--- src/thcp_pkg.sv ---
// Constants and types for the TDC hit control and predivider block
package thcp_pkg;
    // Register indices, byte address is four times the index
    localparam logic [5:0] IDX_CTRL0  = 6'h00;
    localparam logic [5:0] IDX_CTRL2  = 6'h02;
    localparam logic [5:0] IDX_CTRL4  = 6'h04;
    localparam logic [5:0] IDX_CTRL6  = 6'h06;
    localparam logic [5:0] IDX_INIT   = 6'h0b;
    localparam logic [5:0] IDX_STATUS = 6'h0c;
    localparam logic [5:0] IDX_RESULT = 6'h0d;
    localparam logic [5:0] IDX_RAW0   = 6'h10;
    localparam logic [5:0] IDX_CRS0   = 6'h18;
    // Control field positions
    localparam int CTRL0_EDGE_LO  = 0;
    localparam int CTRL0_RANGE    = 4;
    localparam int CTRL4_DIV_LO   = 5;
    localparam int CTRL6_NOISE    = 4;
    localparam int CTRL6_RETRIG   = 5;
    localparam int CTRL6_QUEUE    = 6;
    localparam int INIT_TDC       = 0;
    localparam int INIT_NOISE     = 3;
    localparam logic [3:0] POR_KEY = 4'ha;
    // Reset values
    localparam logic [7:0] CTRL_RST  = 8'h00;
    localparam logic [6:0] LFSR_SEED = 7'h01;
    // Timing
    localparam int CLK_MHZ       = 250;
    localparam int T_MIN_NS      = 3;
    localparam int T_MIN_RT_NS   = 6;
    localparam int T_DPR_NS      = 15;
    localparam int T_EXTRA_NS    = 25;
    localparam int R1_SPAN_NS    = 7600;
    localparam logic [15:0] MIN_CYC    = 16'((T_MIN_NS * CLK_MHZ + 999) / 1000);
    localparam logic [15:0] MIN_RT_CYC = 16'((T_MIN_RT_NS * CLK_MHZ + 999) / 1000);
    localparam logic [15:0] DPR_CYC    = 16'((T_DPR_NS * CLK_MHZ + 999) / 1000);
    localparam logic [15:0] EXTRA_CYC  = 16'((T_EXTRA_NS * CLK_MHZ + 999) / 1000);
    localparam logic [15:0] R1_SPAN_CYC = 16'((R1_SPAN_NS * CLK_MHZ) / 1000);
    // Hit geometry
    localparam int HITS_CH  = 4;
    localparam int RAW_N    = 8;
    localparam logic [15:0] COARSE_MAX = 16'hffff;
    // Control register set
    typedef struct packed {
        logic [7:0] c6;
        logic [7:0] c4;
        logic [7:0] c2;
        logic [7:0] c0;
    } thcp_cfg_t;
    // Measurement states
    typedef enum logic [2:0] {ST_IDLE, ST_R1, ST_R2_FIRST, ST_R2_RUN, ST_DONE} thcp_state_t;
endpackage : thcp_pkg

--- src/thcp_top.sv ---
// TDC hit control, retrigger, queuing, noise stepped by INIT writes and long-interval predivider
`timescale 1ns/1ps
module thcp_top (
    // Clock and reset
    input  wire logic        pclk,
    input  wire logic        presetn,
    // APB slave
    input  wire logic        psel,
    input  wire logic        penable,
    input  wire logic        pwrite,
    input  wire logic [7:0]  paddr,
    input  wire logic [31:0] pwdata,
    output logic      [31:0] prdata,
    output logic             pready,
    output logic             pslverr,
    // Timing pins
    input  wire logic        start_in,
    input  wire logic        stop1_in,
    input  wire logic        stop2_in,
    input  wire logic        ref_clk_in,
    // Measurement state
    output logic             meas_busy,
    output logic             meas_overflow
);
    // Register decode of a byte address into an index
    function automatic logic [5:0] reg_index(input logic [7:0] a);
        reg_index = a[7:2];
    endfunction : reg_index

    // Local copies of package constants, declared before any use
    localparam int RAW_N   = thcp_pkg::RAW_N;
    localparam int HITS_CH = thcp_pkg::HITS_CH;
    localparam logic [15:0] COARSE_MAX_L = thcp_pkg::COARSE_MAX;
    localparam thcp_pkg::thcp_state_t ST_IDLE     = thcp_pkg::ST_IDLE;
    localparam thcp_pkg::thcp_state_t ST_R1       = thcp_pkg::ST_R1;
    localparam thcp_pkg::thcp_state_t ST_R2_FIRST = thcp_pkg::ST_R2_FIRST;
    localparam thcp_pkg::thcp_state_t ST_R2_RUN   = thcp_pkg::ST_R2_RUN;
    localparam thcp_pkg::thcp_state_t ST_DONE     = thcp_pkg::ST_DONE;

    thcp_pkg::thcp_cfg_t   cfg_q;          // Control registers
    thcp_pkg::thcp_state_t st_q;           // Measurement state
    logic [3:0]  sync1_q, sync2_q, sync3_q; // Pin synchronisers
    logic [3:0]  lvl_q;                    // Filtered pin levels
    logic [3:0]  rise, fall;               // Level changes
    logic        start_ev, stop1_ev, stop2_ev, ref_rise;
    logic [6:0]  lfsr_q;                   // Noise generator
    logic [2:0]  off1, off2;               // Per-stop noise offsets
    logic [6:0]  div_cnt_q;                // Reference divider
    logic        cal_tick;                 // Calibration clock edge
    logic [15:0] cal_per_q, cal_cnt_q;     // Calibration period in cycles
    logic [15:0] t_q;                      // Cycles since start or last stop
    logic [15:0] gap1_q, gap2_q;           // Per-channel recovery
    logic [15:0] coarse_q;                 // Coarse period count
    logic [15:0] fine_q;                   // Running fine count
    logic        fine_on_q;                // Fine count in progress
    logic [3:0]  n1_q, n2_q;               // Hits per channel
    logic        stop_seen_q;              // Any stop accepted
    logic        ovf_q;                    // Overflow indication
    logic [15:0] raw_q [RAW_N];            // Raw values, never reset
    logic [15:0] crs_q [HITS_CH];          // Coarse count per stop
    logic [31:0] result_q;                 // Arithmetic result, never reset
    logic        soft_por, init_tdc, noise_step;
    logic        wr_en, rd_phase;
    logic        range2, retrig, queue, noise;
    logic        acc1, acc2;               // Stops accepted this cycle
    logic [15:0] min_cyc, r2_thr;
    logic [2:0]  idx1, idx2;               // Raw slots for this cycle
    logic [15:0] v1, v2;                   // Values to store
    logic [31:0] rd_data;
    logic        rd_err;

    // Mode decode
    assign range2 = cfg_q.c0[thcp_pkg::CTRL0_RANGE];
    assign queue  = cfg_q.c6[thcp_pkg::CTRL6_QUEUE] & ~range2;
    assign retrig = cfg_q.c6[thcp_pkg::CTRL6_RETRIG] & ~range2;
    assign noise  = cfg_q.c6[thcp_pkg::CTRL6_NOISE];

    // Bus strobes: a write lands at the edge where pready is seen high
    assign wr_en    = psel & penable & pready & pwrite;
    assign rd_phase = psel & penable & ~pready;
    assign soft_por = wr_en && reg_index(paddr) == thcp_pkg::IDX_INIT
                      && pwdata[7:4] == thcp_pkg::POR_KEY;
    assign init_tdc = wr_en && reg_index(paddr) == thcp_pkg::IDX_INIT
                      && pwdata[thcp_pkg::INIT_TDC];
    assign noise_step = wr_en && reg_index(paddr) == thcp_pkg::IDX_INIT
                        && pwdata[thcp_pkg::INIT_NOISE];

    // Three-stage synchronisers; a change counts once stages two and three agree
    always_ff @(posedge pclk or negedge presetn) begin
        if (!presetn) begin
            sync1_q <= 4'h0;
            sync2_q <= 4'h0;
            sync3_q <= 4'h0;
        end else begin
            sync1_q <= {ref_clk_in, stop2_in, stop1_in, start_in};
            sync2_q <= sync1_q;
            sync3_q <= sync2_q;
        end
    end

    // Filtered level per pin
    always_ff @(posedge pclk or negedge presetn) begin
        if (!presetn) begin
            lvl_q <= 4'h0;
        end else begin
            for (int i = 0; i < 4; i++) begin
                if (sync2_q[i] == sync3_q[i]) begin
                    lvl_q[i] <= sync3_q[i];
                end
            end
        end
    end

    // Edge detection from agreed level against stored level
    genvar g;
    generate
        for (g = 0; g < 4; g++) begin : g_edge
            assign rise[g] = (sync2_q[g] == sync3_q[g]) & sync3_q[g] & ~lvl_q[g];
            assign fall[g] = (sync2_q[g] == sync3_q[g]) & ~sync3_q[g] & lvl_q[g];
        end
    endgenerate

    assign start_ev = cfg_q.c0[thcp_pkg::CTRL0_EDGE_LO]     ? fall[0] : rise[0];
    assign stop1_ev = cfg_q.c0[thcp_pkg::CTRL0_EDGE_LO + 1] ? fall[1] : rise[1];
    assign stop2_ev = cfg_q.c0[thcp_pkg::CTRL0_EDGE_LO + 2] ? fall[2] : rise[2];
    assign ref_rise = rise[3];

    // divide reference by power of two
    always_ff @(posedge pclk or negedge presetn) begin
        if (!presetn) begin
            div_cnt_q <= 7'h00;
        end else if (soft_por) begin
            div_cnt_q <= 7'h00;
        end else if (ref_rise) begin
            div_cnt_q <= cal_tick ? 7'h00 : div_cnt_q + 7'h01;
        end
    end
    assign cal_tick = ref_rise &&
        ({1'b0, div_cnt_q} + 8'h01) >= (8'h01 << cfg_q.c4[thcp_pkg::CTRL4_DIV_LO +: 3]);

    // Calibration period measured in pclk cycles, used for the stop spacing
    always_ff @(posedge pclk or negedge presetn) begin
        if (!presetn) begin
            cal_cnt_q <= 16'h0000;
            cal_per_q <= 16'h0000;
        end else if (cal_tick) begin
            cal_cnt_q <= 16'h0001;
            cal_per_q <= cal_cnt_q;
        end else if (cal_cnt_q != COARSE_MAX_L) begin
            cal_cnt_q <= cal_cnt_q + 16'h0001;
        end
    end

    always_ff @(posedge pclk or negedge presetn) begin
        if (!presetn) begin
            lfsr_q <= thcp_pkg::LFSR_SEED;
        end else if (noise_step) begin
            lfsr_q <= {lfsr_q[5:0], lfsr_q[6] ^ lfsr_q[5]};
        end
    end
    assign off1 = noise ? lfsr_q[2:0] : 3'h0;
    assign off2 = noise ? {lfsr_q[4], lfsr_q[6], lfsr_q[3]} : 3'h0;

    // Stop acceptance
    // longer start gap on retrigger
    assign min_cyc = retrig ? thcp_pkg::MIN_RT_CYC : thcp_pkg::MIN_CYC;
    assign r2_thr  = cal_per_q + {1'b0, cal_per_q[15:1]} + thcp_pkg::EXTRA_CYC;
    always_comb begin
        acc1 = 1'b0;
        acc2 = 1'b0;
        if (st_q == ST_R1) begin
            acc1 = stop1_ev && t_q >= min_cyc && gap1_q >= thcp_pkg::DPR_CYC
                   && n1_q < (queue ? 4'(RAW_N) : 4'(HITS_CH));
            acc2 = stop2_ev && !queue && t_q >= min_cyc
                   && gap2_q >= thcp_pkg::DPR_CYC && n2_q < 4'(HITS_CH);
        end else if (st_q == ST_R2_RUN) begin
            acc1 = stop1_ev && !fine_on_q && t_q >= r2_thr && n1_q < 4'(HITS_CH);
        end
    end

    // Raw slot and value for each channel
    always_comb begin
        idx1 = n1_q[2:0];
        idx2 = 3'(HITS_CH) + n2_q[2:0];
        v1   = t_q + {13'h0000, off1};
        v2   = t_q + {13'h0000, off2};
    end

    // Measurement sequencer
    always_ff @(posedge pclk or negedge presetn) begin
        if (!presetn) begin
            st_q <= ST_IDLE;
        end else if (soft_por || init_tdc) begin
            st_q <= ST_IDLE;
        end else begin
            case (st_q)
                ST_IDLE:     if (start_ev) st_q <= range2 ? ST_R2_FIRST : ST_R1;
                ST_R1: begin
                    if (t_q >= thcp_pkg::R1_SPAN_CYC) begin
                        st_q <= ST_DONE;
                    end else if ((n1_q + n2_q + {3'h0, acc1} + {3'h0, acc2}) >= 4'(RAW_N)) begin
                        st_q <= ST_DONE;
                    end
                end
                ST_R2_FIRST: if (cal_tick) st_q <= ST_R2_RUN;
                ST_R2_RUN: begin
                    if (cal_tick && coarse_q == thcp_pkg::COARSE_MAX) begin
                        st_q <= ST_DONE;
                    end else if (cal_tick && fine_on_q && n1_q == 4'(HITS_CH)) begin
                        st_q <= ST_DONE;
                    end
                end
                ST_DONE:     st_q <= ST_DONE;
                default:     st_q <= ST_IDLE;
            endcase
        end
    end

    // Time base: cycles since start, or since the last stop in the long range
    always_ff @(posedge pclk or negedge presetn) begin
        if (!presetn) begin
            t_q <= 16'h0000;
        end else if (st_q == ST_IDLE || soft_por || init_tdc) begin
            t_q <= 16'h0001;
        end else if (st_q == ST_R1 && retrig && start_ev && !stop_seen_q) begin
            t_q <= 16'h0001;
        end else if (st_q == ST_R2_RUN && acc1) begin
            t_q <= 16'h0001;
        end else if (t_q != COARSE_MAX_L) begin
            t_q <= t_q + 16'h0001;
        end
    end

    // Channel recovery counters
    always_ff @(posedge pclk or negedge presetn) begin
        if (!presetn) begin
            gap1_q <= 16'h0000;
            gap2_q <= 16'h0000;
        end else begin
            gap1_q <= acc1 || st_q == ST_IDLE ? (st_q == ST_IDLE ? COARSE_MAX_L : 16'h0001)
                      : (gap1_q == COARSE_MAX_L ? gap1_q : gap1_q + 16'h0001);
            gap2_q <= acc2 || st_q == ST_IDLE ? (st_q == ST_IDLE ? COARSE_MAX_L : 16'h0001)
                      : (gap2_q == COARSE_MAX_L ? gap2_q : gap2_q + 16'h0001);
        end
    end

    // Hit counters and stop tracking
    always_ff @(posedge pclk or negedge presetn) begin
        if (!presetn) begin
            n1_q        <= 4'h0;
            n2_q        <= 4'h0;
            stop_seen_q <= 1'b0;
        end else if (st_q == ST_IDLE || soft_por || init_tdc) begin
            n1_q        <= 4'h0;
            n2_q        <= 4'h0;
            stop_seen_q <= 1'b0;
        end else begin
            if (acc1) n1_q <= n1_q + 4'h1;
            if (acc2) n2_q <= n2_q + 4'h1;
            if (acc1 || acc2) stop_seen_q <= 1'b1;
        end
    end

    always_ff @(posedge pclk or negedge presetn) begin
        if (!presetn) begin
            coarse_q <= 16'h0000;
        end else if (st_q != ST_R2_RUN) begin
            coarse_q <= 16'h0000;
        end else if (cal_tick) begin
            coarse_q <= coarse_q + 16'h0001;
        end
    end

    // Fine counter: from start or stop up to the next calibration edge
    always_ff @(posedge pclk or negedge presetn) begin
        if (!presetn) begin
            fine_q    <= 16'h0000;
            fine_on_q <= 1'b0;
        end else if (st_q == ST_IDLE) begin
            fine_q    <= 16'h0000;
            fine_on_q <= start_ev & range2;
        end else if (acc1 && st_q == ST_R2_RUN) begin
            fine_q    <= {13'h0000, off1};
            fine_on_q <= 1'b1;
        end else if (cal_tick) begin
            fine_on_q <= 1'b0;
        end else if (fine_on_q) begin
            fine_q    <= fine_q + 16'h0001;
        end
    end

    // Overflow flag: long range or short range span exceeded, each with no stop accepted
    always_ff @(posedge pclk or negedge presetn) begin
        if (!presetn) begin
            ovf_q <= 1'b0;
        end else if (soft_por || init_tdc || (st_q == ST_IDLE && start_ev)) begin
            ovf_q <= 1'b0;
        end else if (st_q == ST_R2_RUN && cal_tick && coarse_q == thcp_pkg::COARSE_MAX
                     && !stop_seen_q) begin
            ovf_q <= 1'b1;
        end else if (st_q == ST_R1 && t_q >= thcp_pkg::R1_SPAN_CYC && !stop_seen_q) begin
            ovf_q <= 1'b1;
        end
    end

    always_ff @(posedge pclk) begin
        for (int i = 0; i < RAW_N; i++) begin
            if (st_q == ST_R1 && acc1 && idx1 == 3'(i)) begin
                raw_q[i] <= v1;
            end else if (st_q == ST_R1 && acc2 && idx2 == 3'(i)) begin
                raw_q[i] <= v2;
            // fine counts fill slots in order
            end else if (st_q == ST_R2_FIRST && cal_tick && i == 0) begin
                raw_q[i] <= fine_q;
            end else if (st_q == ST_R2_RUN && cal_tick && fine_on_q && n1_q == 4'(i)) begin
                raw_q[i] <= fine_q;
            end
        end
    end

    // Coarse count captured with each long-range stop
    always_ff @(posedge pclk) begin
        for (int i = 0; i < HITS_CH; i++) begin
            if (st_q == ST_R2_RUN && acc1 && n1_q == 4'(i)) begin
                crs_q[i] <= coarse_q;
            end
        end
    end

    function automatic logic [15:0] pick(input logic [3:0] s);
        pick = 16'h0000;
        if (s >= 4'h1 && s <= 4'h4) pick = raw_q[3'(s - 4'h1)];
        if (s >= 4'h9 && s <= 4'hc) pick = raw_q[3'(s - 4'h5)];
    endfunction : pick
    function automatic logic [15:0] pick_crs(input logic [3:0] s);
        pick_crs = 16'h0000;
        if (s >= 4'h2 && s <= 4'h4) pick_crs = crs_q[2'(s - 4'h2)];
        if (s == 4'h9) pick_crs = crs_q[3];
    endfunction : pick_crs

    // Fine counts are in clock cycles, so the calibration ratio is one period
    always_ff @(posedge pclk) begin
        if (range2) begin
            result_q <= 32'(pick_crs(cfg_q.c2[7:4])) * 32'(cal_per_q)
                        + 32'(pick(cfg_q.c2[3:0])) - 32'(pick(cfg_q.c2[7:4]));
        end else begin
            result_q <= {{16{1'b0}}, pick(cfg_q.c2[3:0]) - pick(cfg_q.c2[7:4])};
        end
    end

    // Control registers
    always_ff @(posedge pclk or negedge presetn) begin
        if (!presetn) begin
            cfg_q <= {4{thcp_pkg::CTRL_RST}};
        end else if (soft_por) begin
            cfg_q <= {4{thcp_pkg::CTRL_RST}};
        end else if (wr_en) begin
            case (reg_index(paddr))
                thcp_pkg::IDX_CTRL0: cfg_q.c0 <= pwdata[7:0];
                thcp_pkg::IDX_CTRL2: cfg_q.c2 <= pwdata[7:0];
                thcp_pkg::IDX_CTRL4: cfg_q.c4 <= pwdata[7:0];
                thcp_pkg::IDX_CTRL6: cfg_q.c6 <= pwdata[7:0];
                default:             cfg_q    <= cfg_q;
            endcase
        end
    end

    // Read mux
    always_comb begin
        rd_data = 32'h0000_0000;
        rd_err  = 1'b0;
        case (reg_index(paddr))
            thcp_pkg::IDX_CTRL0:  rd_data = {24'h000000, cfg_q.c0};
            thcp_pkg::IDX_CTRL2:  rd_data = {24'h000000, cfg_q.c2};
            thcp_pkg::IDX_CTRL4:  rd_data = {24'h000000, cfg_q.c4};
            thcp_pkg::IDX_CTRL6:  rd_data = {24'h000000, cfg_q.c6};
            thcp_pkg::IDX_INIT:   rd_data = 32'h0000_0000;
            thcp_pkg::IDX_STATUS: rd_data = {13'h0000, lfsr_q, n2_q, n1_q, ovf_q, st_q};
            thcp_pkg::IDX_RESULT: rd_data = result_q;
            default: begin
                if (reg_index(paddr) >= thcp_pkg::IDX_RAW0
                    && reg_index(paddr) < thcp_pkg::IDX_RAW0 + 6'(RAW_N)) begin
                    rd_data = {16'h0000, raw_q[3'(reg_index(paddr) - thcp_pkg::IDX_RAW0)]};
                end else if (reg_index(paddr) >= thcp_pkg::IDX_CRS0
                    && reg_index(paddr) < thcp_pkg::IDX_CRS0 + 6'(HITS_CH)) begin
                    rd_data = {16'h0000, crs_q[2'(reg_index(paddr) - thcp_pkg::IDX_CRS0)]};
                end else begin
                    rd_err = 1'b1;
                end
            end
        endcase
    end

    // APB answer: one wait cycle, data and error registered
    always_ff @(posedge pclk or negedge presetn) begin
        if (!presetn) begin
            pready  <= 1'b0;
            prdata  <= 32'h0000_0000;
            pslverr <= 1'b0;
        end else begin
            pready  <= rd_phase;
            prdata  <= rd_phase && !pwrite ? rd_data : 32'h0000_0000;
            pslverr <= rd_phase && rd_err;
        end
    end

    // Status pins
    always_ff @(posedge pclk or negedge presetn) begin
        if (!presetn) begin
            meas_busy     <= 1'b0;
            meas_overflow <= 1'b0;
        end else begin
            meas_busy     <= st_q != ST_IDLE && st_q != ST_DONE;
            meas_overflow <= ovf_q;
        end
    end
endmodule : thcp_top
--- config.mk ---
export PLATFORM = sky130hd
export DESIGN_NAME = thcp_top
export DESIGN_NICKNAME = d
export VERILOG_FILES = /design/src/thcp_pkg.sv /design/src/thcp_top.sv
export SDC_FILE = /design/constraint.sdc
export NUM_CORES = 2
export LEC_CHECK = 0
export BUFFER_PORTS_ARGS = -buffer_cell sky130_fd_sc_hd__buf_2
export CORE_MARGIN = 2
export CORE_UTILIZATION = 35
export CTS_BUF_LIST = sky130_fd_sc_hd__clkbuf_4 sky130_fd_sc_hd__clkbuf_8
export CTS_CLUSTER_SIZE = 16
export DETAILED_ROUTE_END_ITERATION = 16
export PLACE_DENSITY = 0.61
export SLEW_MARGIN = 10
export SYNTH_ARGS = -nofsm -noshare
export SYNTH_HDL_FRONTEND = slang
export SYNTH_SLANG_ARGS = --single-unit
--- constraint.sdc ---
create_clock -name pclk -period 8.35 [get_ports pclk]
set_input_delay 1.67 -clock pclk [delete_from_list [all_inputs] [get_ports pclk]]
set_output_delay 1.67 -clock pclk [all_outputs]
set_load 0.02 [all_outputs]
* Yosys cells after proc, flatten, opt, wreduce, memory -nomap -nowiden
Memories as Yosys holds them, arrays and structs flattened.
Index checks and enable logic that the tools add are counted.
** Word-level totals
- Register bits after elaboration :: 256
- Memory bits (writable) :: 192
- Input bits :: 49
- Output and inout port bits :: 36
- Logic and storage cells :: 510
- Memories :: 2
** Memories
- raw_q :: depth 8, width 16, read ports 5, clocked after memory_dff 0, write ports 2, line thcp_top.sv:59 : logic [15:0] raw_q [RAW_N];
- crs_q :: depth 4, width 16, read ports 3, clocked after memory_dff 0, write ports 1, line thcp_top.sv:60 : logic [15:0] crs_q [HITS_CH];
** Operators by class
- Add/sub/neg operators :: 28
- $mul :: 1
- $lt $le $gt $ge :: 23
- Equality and inequality tests :: 51
- Shift-type cells :: 1
- Mux-type cells :: 205
- Bitwise gates (word level) :: 48
- Reductions and logical operators :: 118
** Operators with widths (number)
- two-way mux 16 bit :: 57
- case mux 32 bit (7 select lines) :: 1
- OR reduction 16 bit :: 9
- two-way mux 1 bit :: 111
- adder 16 x 1 -> 16 bit (second input constant) :: 6
- two-way mux 32 bit :: 3
- logical AND 1 bit :: 70
- == test 16 bit (second input constant) :: 3
- two-way mux 3 bit :: 15
- adder 16 x 3 -> 16 bit :: 2
- adder 32 x 16 -> 32 bit :: 1
- greater-or-equal comparator 16 x 3 -> 1 bit (second input constant) :: 2
- multiplier 16 x 16 -> 32 bit :: 1
- two-way mux 8 bit :: 4
- != test 16 bit (second input constant) :: 2
- subtractor 32 x 16 -> 32 bit :: 1
- == test 3 bit (second input constant) :: 9
- nonzero test 2 bit :: 11
- AND 1 bit :: 21
- two-way mux 7 bit :: 3
- two-way mux 4 bit :: 5
- == test 3 x 2 -> 1 bit (second input constant) :: 6
- == test 6 x 4 -> 1 bit (second input constant) :: 3
- bitwise OR 1 bit :: 17
- other kinds (54) :: 112

* Logic depth before layout (Yosys ltp)
- Depth in word-level cells :: 20
- Depth in mapped cells :: 31
- Mapped depth without buffers :: 28

* Worst setup path before layout
OpenSTA, ideal clock, no wires.
- Kind :: register -> register
- From :: register cfg_q[12] in the netlist's numbering
- To :: register result_q[26]
- Library setup time :: 0.115 ns
- Arrival time :: 7.749 ns
- Required time :: 8.235 ns
- Slack :: 0.486 ns
- Stages on the path, launching flop included :: 29
- Buffers on the path :: 5
- Clock period less this slack :: 7.864 ns
- Path through :: dfrtp_1 > clkbuf_1 > buf_1 > buf_2 > inv_1 > ha_1 > clkbuf_1 > clkbuf_1 > mux4_2 > mux2_2 > nand2_1 > ha_1 > inv_1 > fa_1 > inv_1 > fa_1 > fa_1 > fa_1 > inv_1 > fa_1 > inv_1 > ha_1 > and2_1 > a21o_1 > a221oi_1 > a31oi_1 > o41ai_1 > xnor2_1 > and2_1
** Between the ends
- Longest elaborated chain between the ends :: 8
- Elaborated cells between the ends (all ways) :: 23
- Those cells by class :: add/sub: 5; mul: 1; order compare: 5; eq/ne: 1; mux: 6; reduce/logical: 3; memory: 2
** Ends and longest elaborated chain
- from (decl) :: line thcp_top.sv:40 : thcp_pkg::thcp_cfg_t cfg_q;
- from (signal assigned) :: line thcp_top.sv:354 : cfg_q <= {4{thcp_pkg::CTRL_RST}};
- from (signal assigned) :: line thcp_top.sv:356 : cfg_q <= {4{thcp_pkg::CTRL_RST}};
- from (signal assigned) :: line thcp_top.sv:363 : default: cfg_q <= cfg_q;
- subtractor 2 bit, or another cell as far along :: line thcp_top.sv:337 : if (s >= 4'h2 && s <= 4'h4) pick_crs = crs_q[2'(s - 4'h2)];
- memory read (4 x 16 bit) or logical AND 1 bit (tied branches)
- two-way mux 16 bit :: line thcp_top.sv:337
- two-way mux 16 bit :: line thcp_top.sv:338 : if (s == 4'h9) pick_crs = crs_q[3];
- two-way mux 16 bit :: line thcp_top.sv:343 : if (range2) begin
- multiplier 16 x 16 -> 32 bit :: line thcp_top.sv:344 : result_q <= 32'(pick_crs(cfg_q.c2[7:4])) * 32'(cal_per_q)
- adder 32 x 16 -> 32 bit :: line thcp_top.sv:345 : + 32'(pick(cfg_q.c2[3:0])) - 32'(pick(cfg_q.c2[7:4]));
- subtractor 32 x 16 -> 32 bit (*) :: line thcp_top.sv:345
- to (signal assigned) :: line thcp_top.sv:344
- to (signal assigned) :: line thcp_top.sv:347 : result_q <= {{16{1'b0}}, pick(cfg_q.c2[3:0]) - pick(cfg_q.c2[7:4])};
- to (decl) :: line thcp_top.sv:61 : logic [31:0] result_q;
Every way passes the cells marked *; elsewhere a longest branch is shown, timed or not. The select of a mux whose other input is x is not followed.
A chain may end at the register's enable or synchronous reset.

* Worst setup path after layout
Same ends and word-level chain as after synthesis.

==> metrics.txt <==
status finished, final reports clean; initial antenna violation count 1; final worst-path cycle share 0.937; die footprint 107,000 µm²; post-CTS setup buffers 0; Max IR drop VDD around 0.00012 V; Crit path max-delay family adder cells; Mapped Area 36,600 µm²; worst-path cell with the longest stage delay a22o_1; synth top area cells edfxtp_1, dfrtp_1, fa_1, ha_1, mux4_2; Area growth syn-to-layout 9.41%; LEAKAGE 17.3 nW; CTS Buffer Depth 3; num rows between 100 and 150; Slew @ Worst Pin 1260 ps; Most Frequent Cell on Critical Path fa_1; Final Slew Violations 0; largest net degree at the start of global routing between 100 and 150; Vias/cell approximately 5.4; Max Cap Viol 0; Detail Placement HPWL between 70,000 and 80,000 µm; CTS tree yes; gr ovfl total 0; Crit path largest cell delay approximately 600 ps; Pre-antenna DRT Iters 9; number of synthesized flops with an enable pin 192; WL per Instance between 20 and 25 µm; Mapped Cells ~3,600; wirelength, routed between 100,000 and 150,000 µm; first-pass GRT wire length about 160,000 µm; via count 27,100; Hold WC Path Type reg -> reg; top cell type's share of synthesized area 0.157; final core area utilization 0.387; Post-synth top flop dfrtp_1; initial core utilization 0.353; top-count cell post-synth nand2_1; final worst-path setup slack approximately 520 ps; placed cell area 38,400 µm²; number of synthesized register bits about 450; Root Buffer clkbuf_8; # clock sinks 448; crit path DAT between 8000 and 9000 ps; # IOs 85; CP endpoint kind flop; 1st-iter DRT viols about 2,400; clock slew seen by the registers of the worst setup and hold paths 60 ps; Async SR Flop Fraction 0.500; setup TNS 0 ps; CP Max Fanout 17; H-tree levels 3; Tot Pwr roughly 0.0071 W; top cell type by total area after synthesis edfxtp_1; Core Box Area about 100,000 µm²; Gates resized, CTS repair 0; vias in the first global route between 20,000 and 30,000; layout cells sized above 1 0.152; finished layout cell area ~40,000 µm²; Placer Congestion 0.904; Avg Inst Size Synth roughly 10 µm²; CP Class reg -> reg; Clock Latency Late Sink 730 ps; clock period minus worst slack 7830 ps; Setup crit start kind flop; Final Setup Violations 0; Mapped Nets roughly 4,100; DIE HEIGHT roughly 330 µm; Fin. Hold Viols 0; number of buffer and inverter stages on the critical path 6; CP Data Required Time 8920 ps; clock buffer count from CTS 80; Nets about 4,100; Slew Limit Headroom 0.159; dpl ws approximately 600 ps; hold_buf cts 0; top post-synthesis cells by count nand2_1, inv_1, ha_1, nor2_1, fa_1; yosys warns 0; sequential area share after synthesis 0.328; distinct cell type count after synthesis 95; die width around 330 µm; final worst clock skew around 73 ps; unrepaired setup endpoints after global routing no; ANT nets after route 0; drt drc 0; power density over cell area 178 nW/µm²; IO buf count 58; FMAX between 100 and 150 MHz; Total GRT Usage 0.192
==> through the flow <==
stage / instances / hold slack, ps
global route: 5025 / 359
finish: 5025 / 354
CTS: 5024 / 355
global placement: 4874 / 333
floorplan: 3564 / 331
detailed placement: 4874 / 340
==> cells by family after synthesis <==
kind of cell    after synthesis  synth area share
compound gates              530            0.0937
simple gates               1109             0.145
mux                         279             0.124
xor+xnor                    172            0.0411
fa+ha+maj                   469             0.207
buf+inv                     557            0.0615
flops                       448             0.328
==> routing by layer <==
layer	share of wire	track usage
met5	0	0
met4	0.026	0.0537
met3	0.074	0.0366
met2	0.47	0.309
met1	0.43	0.264
==> registers in the layout, indices dropped and copies added, names as in the netlist, 3 cells and up <==
register / flops
fine_q: 16
raw_q: 128
n2_q: 4
div_cnt_q: 7
gap2_q: 16
crs_q: 64
sync2_q: 4
result_q: 32
lfsr_q: 7
st_q: 3
sync1_q: 4
t_q: 16
lvl_q: 4
cal_cnt_q: 16
n1_q: 4
prdata: 32
cfg_q: 32
coarse_q: 16
gap1_q: 16
cal_per_q: 16
sync3_q: 4
==> area by class of cell <==
type                            instances  area [µm²]
Antenna cell                            1        2.50
Clock buffer                          104        1310
Clock inverter                         46         415
Fill cell                           10200       63600
Inverter                              356        1340
Multi-Input combinational cell       2559       22400
Sequential cell                       448       12000
Tap cell                             1380        1730
Timing Repair Buffer                  131         861
==> power by group <==
part / switching [W] / leakage (nW) / internal (W) / total (W)
Combinational: 0.00121 / 11.4 / 0.000838 / 0.00205
Sequential: 0.000315 / 4.94 / 0.00253 / 0.00285
Clock: 0.000997 / 0.897 / 0.00123 / 0.00223
Total: 0.00252 / 17.3 / 0.00460 / 0.00712
==> layout by cell type, fill, tap and decap left out, types with 11 or more instances in the layout <==
cell	n
xor2_1	86
or3_1	15
a22oi_1	27
clkbuf_8	84
and2_1	137
ha_1	239
a21oi_1	151
a211oi_1	17
inv_1	356
nand2b_1	34
nand3_1	76
mux4_2	124
mux2_2	110
o21ai_0	135
fa_1	230
buf_2	57
clkinv_1	21
o21ai_1	11
clkbuf_4	20
dfxtp_1	32
mux2i_1	35
dfrtp_1	221
nand2_1	425
buf_4	72
nor2_1	232
edfxtp_1	192
nand4_1	37
a22o_1	19
a31oi_1	14
nor2b_1	26
nor4_1	11
nor3_1	18
and3_1	31
a21o_1	39
xnor2_1	84
==> final timing paths <==
path                                             from                       end  cells past startpoint  slack, ps
worst max-delay path            cfg_q[12]$_DFFE_PN0P_   result_q[26]$_SDFF_PN0_                     25        520
worst min-delay path             sync1_q[2]$_DFF_PN0_      sync2_q[2]$_DFF_PN0_                      0        350
worst max register to register  cfg_q[12]$_DFFE_PN0P_   result_q[26]$_SDFF_PN0_                     25        520
worst min register to register   sync1_q[2]$_DFF_PN0_      sync2_q[2]$_DFF_PN0_                      0        350
max in group asynchronous                     presetn       t_q[13]$_DFFE_PN0P_                      2       6080
min in group asynchronous                     presetn  div_cnt_q[0]$_DFFE_PN0P_                      1        940
(Power assumes the default switching activity.)
